===== src/design/dwmd_pkg.sv =====
// Package: frame layout, command codes and register map of the write/mode-entry decoder
package dwmd_pkg;
    // Command nibble codes
    localparam logic [3:0] CMD_REG_WRITE   = 4'h8;
    localparam logic [3:0] CMD_ENTER_PER   = 4'hB;
    localparam logic [3:0] GLOBAL_ADDR     = 4'h0;
    // Register byte addresses
    localparam logic [7:0] NODE_ADDR_REG   = 8'h11;
    localparam logic [7:0] NEXT_ADDR_REG   = 8'h12;
    // Frame field positions (32-bit frame, CRC in the low byte)
    localparam int         ADDR_MSB        = 31;
    localparam int         ADDR_LSB        = 28;
    localparam int         CMD_MSB         = 27;
    localparam int         CMD_LSB         = 24;
    // Node address reset value and periodic enable bit value
    localparam logic [7:0] NODE_ADDR_RST   = 8'h00;
    localparam logic [7:0] PER_ENABLE_BIT  = 8'h01;
    // Periodic-mode response marker bit
    localparam logic [7:0] PER_RESP_LOW    = 8'h80;
    localparam logic [4:0] PER_RESP_HIGH   = 5'h00;
    // CRC-8 polynomial x^8+x^4+x^3+x^2+1 and seed
    localparam logic [7:0] CRC_POLY        = 8'h1D;
    localparam logic [7:0] CRC_SEED        = 8'hFF;
endpackage


===== src/design/dwmd_crc8.sv =====
// CRC-8 over a 24-bit frame body, combinational
`timescale 1ns/1ps
module dwmd_crc8 (
    input  wire logic [23:0] body_i,
    output logic      [7:0]  crc_o
);
    // Bitwise MSB-first shift
    always_comb begin
        logic [7:0] c;
        c = dwmd_pkg::CRC_SEED;
        for (int i = 23; i >= 0; i--) begin
            if (c[7] ^ body_i[i]) begin
                c = {c[6:0], 1'b0} ^ dwmd_pkg::CRC_POLY;
            end else begin
                c = {c[6:0], 1'b0};
            end
        end
        crc_o = c;
    end
endmodule


===== src/design/dwmd_decoder.sv =====
// Command decoder: addressed/global register write and enter-periodic-mode
`timescale 1ns/1ps
module dwmd_decoder (
    input  wire logic        clk_sys_i,
    input  wire logic        rst_n_i,
    input  wire logic        frame_valid_i,
    input  wire logic [31:0] frame_data_i,
    input  wire logic [7:0]  reg_rdata_lo_i,
    input  wire logic [7:0]  reg_rdata_hi_i,
    input  wire logic        reg_writable_i,
    input  wire logic [2:0]  chip_time_setting_i,
    output logic             reg_wr_o,
    output logic      [7:0]  register_byte_address_o,
    output logic      [7:0]  reg_wdata_o,
    output logic      [7:0]  reg_rd_addr_o,
    output logic      [7:0]  node_address_register_o,
    output logic             periodic_mode_enable_o,
    output logic             periodic_collection_mode_o,
    output logic             resp_valid_o,
    output logic      [31:0] resp_frame_o
);
    // Overview of the decoder
    //
    // Frames arrive whole, one per strobe
    // Bit coding and frame timing live upstream
    // Only three command kinds are acted on here
    // Everything else passes by without effect
    //
    // Frame layout seen on the data input
    //   Top nibble: target node address
    //   Next nibble: command code
    //   Middle sixteen bits: command data
    //   Low byte: check byte over the rest
    //
    // Addressed register write
    //   Needs the stored node address in the frame
    //   Strobes the register file one cycle later
    //   Answers two cycles after the strobe
    //   Answer low byte: target after the write, zero if unwritable
    //   Answer high byte: the next register up, zero if unwritable
    //
    // Global address assignment
    //   Frame address zero, target the address register
    //   Only while the stored node address is zero
    //   Upper data nibble is forced to zero
    //   Answer carries the new node address
    //
    // Periodic entry
    //   Data field must be all zero
    //   Own nonzero address: mode bits set, answer next cycle
    //   Zero address: mode bits set, no answer
    //   Any other address: nothing at all
    //
    // Sequencing
    //   Writes take three cycles from frame to answer
    //   Frames inside that window are dropped
    //   The master is expected to space its frames
    //   Periodic entry is a one-cycle affair
    //
    // Register file handshake
    //   Write strobe is combinational from state
    //   Read data is combinational from read address
    //   Read address stays at the target all along
    //   So high byte is always the register above it
    //
    // Limitations
    //   Node address register lives here, not outside
    //   So address register writes never strobe out
    //   Writability is asked of the outside file
    //   No way out of periodic mode but reset
    //   A fresh node at zero also takes zero writes
    //   Check byte errors are dropped silently
    //
    // Trade-offs
    //   Answer frame is registered for clean timing
    //   Costs one cycle but avoids glitchy outputs
    //   Check byte logic is shared by one module
    //   Used once for receive, once for send

    typedef enum logic [2:0] {
        DWMD_IDLE  = 3'b001,
        DWMD_WRITE = 3'b010,
        DWMD_RESP  = 3'b100
    } dwmd_state_t;

    dwmd_state_t state_r;
    logic [3:0]  frame_node_address;
    logic [3:0]  cmd;
    logic [7:0]  ra;
    logic [7:0]  rd;
    logic [7:0]  crc_calc;
    logic        crc_ok;
    logic        own_hit;
    logic        glb_hit;
    logic        wr_addr_ok;
    logic        wr_glb_ok;
    logic        per_ok;
    logic        glb_cmd_r;
    logic [7:0]  ra_r;
    logic [7:0]  rd_r;
    logic        wr_ok_r;
    logic [3:0]  resp_addr;
    logic [23:0] resp_body;
    logic [7:0]  resp_crc;

    // Frame field split
    // Positions fixed, so plain part-selects suffice
    assign frame_node_address = frame_data_i[dwmd_pkg::ADDR_MSB:dwmd_pkg::ADDR_LSB];
    assign cmd                = frame_data_i[dwmd_pkg::CMD_MSB:dwmd_pkg::CMD_LSB];
    assign ra                 = frame_data_i[23:16];
    assign rd                 = frame_data_i[15:8];

    // Receive check byte over address, command, data
    // Pure logic, settles within the frame cycle
    dwmd_crc8 u_rx_crc (
        .body_i (frame_data_i[31:8]),
        .crc_o  (crc_calc)
    );

    // Frame acceptance; CRC is in the low byte
    assign crc_ok  = frame_valid_i && (crc_calc == frame_data_i[7:0]);
    assign own_hit = (frame_node_address == node_address_register_o[3:0]);
    assign glb_hit = (frame_node_address == dwmd_pkg::GLOBAL_ADDR);
    // Own address zero counts as addressed too, so a fresh node answers at 0
    assign wr_addr_ok = crc_ok && (cmd == dwmd_pkg::CMD_REG_WRITE) && own_hit;
    assign wr_glb_ok  = crc_ok && (cmd == dwmd_pkg::CMD_REG_WRITE) && glb_hit
                        && (ra == dwmd_pkg::NODE_ADDR_REG)
                        && (node_address_register_o[3:0] == dwmd_pkg::GLOBAL_ADDR);
    // Data must be all zero for a legal entry frame
    assign per_ok = crc_ok && (cmd == dwmd_pkg::CMD_ENTER_PER) && (frame_data_i[23:8] == 16'h0000)
                    && (own_hit || glb_hit);

    // Sequencer: write strobe then answer step one cycle later, once data has settled
    // Idle waits for a write; two fixed steps follow
    // Periodic entry never leaves idle
    always_ff @(posedge clk_sys_i) begin
        if (!rst_n_i) begin
            state_r <= DWMD_IDLE;
        end else begin
            case (state_r)
                DWMD_IDLE: begin
                    if (wr_addr_ok || wr_glb_ok) begin
                        state_r <= DWMD_WRITE;
                    end
                end
                DWMD_WRITE: begin
                    state_r <= DWMD_RESP;
                end
                DWMD_RESP: begin
                    state_r <= DWMD_IDLE;
                end
                default: begin
                    state_r <= DWMD_IDLE;
                end
            endcase
        end
    end

    // Latch the write request
    // Held until the next accepted write
    // Keeps strobe address and data steady for the file
    always_ff @(posedge clk_sys_i) begin
        if (!rst_n_i) begin
            ra_r      <= 8'h00;
            rd_r      <= 8'h00;
            glb_cmd_r <= 1'b0;
        end else if (state_r == DWMD_IDLE && (wr_addr_ok || wr_glb_ok)) begin
            ra_r      <= ra;
            rd_r      <= wr_glb_ok ? {4'h0, rd[3:0]} : rd;
            glb_cmd_r <= wr_glb_ok;
        end
    end

    // Writability snapshot taken at strobe time
    // Address register is always writable here
    always_ff @(posedge clk_sys_i) begin
        if (!rst_n_i) begin
            wr_ok_r <= 1'b0;
        end else if (state_r == DWMD_WRITE) begin
            wr_ok_r <= reg_writable_i || glb_cmd_r;
        end
    end

    // Register write strobe to the device register file
    assign reg_wr_o                = (state_r == DWMD_WRITE) && !glb_cmd_r && (ra_r != dwmd_pkg::NODE_ADDR_REG);
    assign register_byte_address_o = ra_r;
    assign reg_wdata_o             = rd_r;
    // Read address is the target; high byte comes from the place above it
    // For the address register that place is 0x12
    assign reg_rd_addr_o = ra_r;

    // Node address register held here, written addressed or globally
    // Updated in the strobe cycle, so the answer sees the new value
    // Global data was already cut to four bits
    always_ff @(posedge clk_sys_i) begin
        if (!rst_n_i) begin
            node_address_register_o <= dwmd_pkg::NODE_ADDR_RST;
        end else if (state_r == DWMD_WRITE && ra_r == dwmd_pkg::NODE_ADDR_REG) begin
            node_address_register_o <= rd_r;
        end
    end

    // Mode entry; there is no exit here, leaving is a reset
    // Frames during a write are not looked at
    always_ff @(posedge clk_sys_i) begin
        if (!rst_n_i) begin
            periodic_mode_enable_o     <= 1'b0;
            periodic_collection_mode_o <= 1'b0;
        end else if (per_ok && state_r == DWMD_IDLE) begin
            periodic_mode_enable_o     <= dwmd_pkg::PER_ENABLE_BIT[0];
            periodic_collection_mode_o <= 1'b1;
        end
    end

    // Answer assembly; address field uses the (possibly new) node address
    // Write answers built in the answer step
    // Periodic answers built straight from idle
    // Frame held until the next answer
    assign resp_addr = node_address_register_o[3:0];
    always_ff @(posedge clk_sys_i) begin
        if (!rst_n_i) begin
            resp_valid_o <= 1'b0;
            resp_frame_o <= 32'h0000_0000;
        end else begin
            resp_valid_o <= 1'b0;
            if (state_r == DWMD_RESP) begin
                resp_valid_o <= 1'b1;
                if (ra_r == dwmd_pkg::NODE_ADDR_REG) begin
                    resp_frame_o <= {resp_addr, dwmd_pkg::CMD_REG_WRITE, reg_rdata_hi_i,
                                     node_address_register_o, resp_crc};
                end else if (wr_ok_r) begin
                    resp_frame_o <= {resp_addr, dwmd_pkg::CMD_REG_WRITE, reg_rdata_hi_i,
                                     reg_rdata_lo_i, resp_crc};
                end else begin
                    resp_frame_o <= {resp_addr, dwmd_pkg::CMD_REG_WRITE, 16'h0000, resp_crc};
                end
            end else if (per_ok && own_hit && !glb_hit && state_r == DWMD_IDLE) begin
                // Global entry never answers, even for a node still at zero
                resp_valid_o <= 1'b1;
                resp_frame_o <= {resp_addr, dwmd_pkg::CMD_ENTER_PER, dwmd_pkg::PER_RESP_HIGH,
                                 chip_time_setting_i, dwmd_pkg::PER_RESP_LOW, resp_crc};
            end
        end
    end

    // Body for the outgoing CRC, chosen the same way as the frame
    // Must track the frame mux exactly, else the check byte lies
    // Outside the answer step the periodic body is kept ready
    always_comb begin
        if (state_r == DWMD_RESP) begin
            if (ra_r == dwmd_pkg::NODE_ADDR_REG) begin
                resp_body = {resp_addr, dwmd_pkg::CMD_REG_WRITE, reg_rdata_hi_i, node_address_register_o};
            end else if (wr_ok_r) begin
                resp_body = {resp_addr, dwmd_pkg::CMD_REG_WRITE, reg_rdata_hi_i, reg_rdata_lo_i};
            end else begin
                resp_body = {resp_addr, dwmd_pkg::CMD_REG_WRITE, 16'h0000};
            end
        end else begin
            resp_body = {resp_addr, dwmd_pkg::CMD_ENTER_PER, dwmd_pkg::PER_RESP_HIGH,
                         chip_time_setting_i, dwmd_pkg::PER_RESP_LOW};
        end
    end


    // Send check byte over the chosen answer body
    // Same polynomial and seed as on receive
    dwmd_crc8 u_tx_crc (
        .body_i (resp_body),
        .crc_o  (resp_crc)
    );
endmodule


===== config.mk =====
export PLATFORM = sky130hd
export DESIGN_NAME = dwmd_decoder
export DESIGN_NICKNAME = d
export VERILOG_FILES = /design/src/design/dwmd_pkg.sv /design/src/design/dwmd_crc8.sv /design/src/design/dwmd_decoder.sv
export SDC_FILE = /design/constraint.sdc
export NUM_CORES = 1
export LEC_CHECK = 0
export ABC_AREA = 1
export BUFFER_PORTS_ARGS = -buffer_cell sky130_fd_sc_hd__buf_4
export CELL_PAD_IN_SITES_DETAIL_PLACEMENT = 2
export CELL_PAD_IN_SITES_GLOBAL_PLACEMENT = 2
export CORE_MARGIN = 1
export CORE_UTILIZATION = 31
export DETAILED_ROUTE_END_ITERATION = 7
export PLACE_DENSITY = 0.91
export SYNTH_ARGS = -nofsm -noshare
export SYNTH_HDL_FRONTEND = slang
export SYNTH_SLANG_ARGS = --single-unit

===== constraint.sdc =====
create_clock -name clk_sys_i -period 5.3 [get_ports clk_sys_i]
set_input_delay 0.265 -clock clk_sys_i [delete_from_list [all_inputs] [get_ports clk_sys_i]]
set_output_delay 0.265 -clock clk_sys_i [all_outputs]
set_load 0.01 [all_outputs]

==> reports/results.tsv <==
metric	value	unit
placed_cell_area	0.00666	mm^2
startpoint_type	flop	
slowest_stage	dfxtp_1	
p_int	1150	uW
row_count	49	
crit_family	simple AND/OR/NAND/NOR gates	
syn_area_per_cell	6.02	um^2
area_delta_synth_final	22.0	%
top_usage_layer	met2	
max_freq	0.221	GHz
post_cts_resized	0	
async_flop_share	0	%
ant_nets	0	
slew_violations	0	
grt_pass1_wl	39500	um
clockBufferDepth	2	
worst_r2r_endpoint	resp_frame_o[4]$_SDFFE_PN0P_	
path_class	flop to flop	
rsz0062_at_grt	false	
post-route-cell-area	0.00696	mm^2
track_usage	27.4	%
finalHoldViolations	0	
syn-num-nets	1005	
end_kind	flop	
seq_power_share	21.6	%
route.detailed.drc	0	
core-area	0.0180	mm^2
die_w	138	um
synthFlopType	dfxtp_1	
totalWireLength	25000	um
worst_ep_required_time	5.58	ns
die_h	138	um
power	2130	uW
fin_skew	0.0104	ns
hp-class	input port to flop	
dr.pass1.iters	4	
startpoint	node_address_register_o[2]$_SDFFE_PN0P_	
io_buffers	121	
synth_area	0.00570	mm^2
r2r_cells	29	
critPathArrivalTime	4.80	ns
clk_pin_slew	0.06	ns
path_max_fanout	6	
maxCapViolations	0	
initial_core_util	31.6	%
dp_hpwl	18900	um
rrSetupSlack	0.77	ns
hold_slack	0.226	ns
die_area	0.0189	mm^2
comb_power_share	49.9	%
met3_usage	3.24	%
synth_cell_types	43	
ys_seq_area_share	21.4	%
layout_commonest_cell	nand2_1	
final_cell_mix	325 x nand2_1, 124 x buf_4, 121 x nand3_1	
final_nets	1100	
p_sw	977	uW
tns	0	ns
crit_top_cell	nand2_1	
clk_latency	0.34	ns
power_leakage	0.00367	uW
setup_viol	0	
num_io_pins	123	
post_cts_buffers	0	
grt-ovfl-total	0	
yosys_warnings	0	
path_buf_inv	4	
worstReg2RegStart	node_address_register_o[2]$_SDFFE_PN0P_	
status	finished clean	
cts.root.buffer_cell	clkbuf_16	
cts_tree	yes	
wl_per_cell	19.6	um
fillers	2272	
p_per_area	306	mW/mm^2
swShare	45.8	%
crit_path_end	resp_frame_o[4]$_SDFFE_PN0P_	
grt_pass1_vias	7401	
antenna_found_initial	0	
cts_sinks	61	
grt_use_met2	51.4	%
vias_per_cell	5.27	
globalplace.congestion	0.858	
power_frac_clock	28.6	%
syn_inst	948	
cts_buffers	9	
drtIter0Drc	260	
synth_edf_count	0	
slowest_delay	0.55	ns
drive_gt1_share	23.6	%
vias	6731	
path_depth	29	
synth-seq-cells	61	
slew_headroom	24.3	%
finalCritPeriodShare	85.4	%
worstMarginPinSlew	1.13	ns
ir_drop	0.141	mV
period_needed	4.53	ns
grt_max_degree	44	
antennaDiodeCount	0	
use_met1	30.6	%
htree_levels	3	
ctsHoldBuffers	0	
-- cell families after synthesis --
family,Yosys count,synth area share (%)
and+or+nand+nor,619,52.0
buffers and inverters,148,11.8
AOI/OAI and AO/OA,80,8.42
DFF,61,21.4
xor gates and xnor gates,37,5.81
adders and majority gates,2,0.439
other,1,0.0657
-- cells in the mapped netlist, types with 2 or more instances --
master | number | area share [%]
nand2_1 | 325 | 21
nand3_1 | 121 | 11
inv_1 | 88 | 5.8
dfxtp_1 | 61 | 21
nor2_1 | 55 | 3.6
nand2_2 | 41 | 4.5
a21oi_1 | 34 | 3.0
xor2_1 | 23 | 3.5
buf_4 | 18 | 2.4
inv_2 | 17 | 1.1
nand3b_1 | 16 | 2.1
nand2_4 | 14 | 2.8
nand3_2 | 14 | 2.5
o21ai_1 | 13 | 1.1
xnor2_1 | 13 | 2.0
a211oi_1 | 12 | 1.6
clkbuf_1 | 10 | 0.66
nor4_1 | 9 | 0.99
a21oi_2 | 8 | 1.2
nand4_1 | 8 | 0.88
buf_2 | 5 | 0.44
buf_6 | 5 | 0.99
o21ai_0 | 5 | 0.44
nor3_1 | 4 | 0.35
a31oi_1 | 3 | 0.33
nor2_2 | 3 | 0.33
nor2_4 | 3 | 0.59
o211ai_1 | 3 | 0.39
buf_1 | 2 | 0.13
ha_1 | 2 | 0.44
-- worst min-delay path by stage --
stage	startpoint	cells past startpoint	end
6_report	frame_data_i[20]	3	reg_rd_addr_o[4]$_SDFFE_PN0P_
4_1_cts	frame_data_i[20]	3	reg_rd_addr_o[4]$_SDFFE_PN0P_
3_5_place_dp	resp_frame_o[25]$_SDFFE_PN0P_	2	resp_frame_o[25]$_SDFFE_PN0P_
5_1_grt	frame_data_i[20]	3	reg_rd_addr_o[4]$_SDFFE_PN0P_
2_1_floorplan	frame_data_i[20]	2	reg_rd_addr_o[4]$_SDFFE_PN0P_
3_3_place_gp	resp_frame_o[25]$_SDFFE_PN0P_	2	resp_frame_o[25]$_SDFFE_PN0P_
-- metal layers --
layer | up-vias | wire (um) | share of wire (%)
li1 | 3215 | - | -
met1 | 3298 | 10400 | 41
met2 | 156 | 13000 | 52
met3 | 62 | 690 | 2.8
met4 | 0 | 985 | 3.9
met5 | - | 0 | 0
-- power by group through the flow --
| stage | registers [uW] | logic (uW) | clock network (uW) |
|---|---|---|---|
| final | 460 | 1060 | 609 |
| after global routing | 460 | 1190 | 634 |
| after CTS | 460 | 1070 | 619 |
| after detailed placement | 470 | 1040 | 0 |
| after global placement | 470 | 982 | 0 |
| after floorplan | 470 | 780 | 0 |
-- cell type report --
cell class / instances / area, um^2 / share of cell area, %
Multi-Input combinational cell: 739 / 3810 / 54.7
Sequential cell: 61 / 1220 / 17.5
Timing Repair Buffer: 124 / 931 / 13.4
Inverter: 108 / 413 / 5.93
Tap cell: 229 / 287 / 4.12
Clock buffer: 9 / 225 / 3.24
Clock inverter: 7 / 75.1 / 1.08
-- registers in the layout, indices dropped and copies added, names as in the netlist --
signal / flops
resp_frame_o: 30
glb_cmd_r: 1
node_address_register_o: 8
state_r: 3
reg_wdata_o: 8
reg_rd_addr_o: 8
periodic_collection_mode_o: 1
resp_valid_o: 1
wr_ok_r: 1
-- stage by stage --
stage | util [%] | instances | worst slack, ns
after floorplan | - | 948 | 1.86
after global placement | 36.9 | 1261 | 1.07
after detailed placement | 36.9 | 1261 | 0.816
after CTS | 38.6 | 1277 | 0.760
after global routing | 38.6 | 1277 | 0.362
final | 38.6 | 1277 | 0.775
-- worst reg2reg max path: cells and delay by family, from the launching register on --
kind / cells / cell delay [ns]
xor gates and xnor gates: 3 / 0.96
adders and majority gates: 1 / 0.41
buffers and inverters: 4 / 0.38
DFF: 1 / 0.55
and+or+nand+nor: 21 / 2.18
Note: power is estimated with default switching activity, not from simulation.
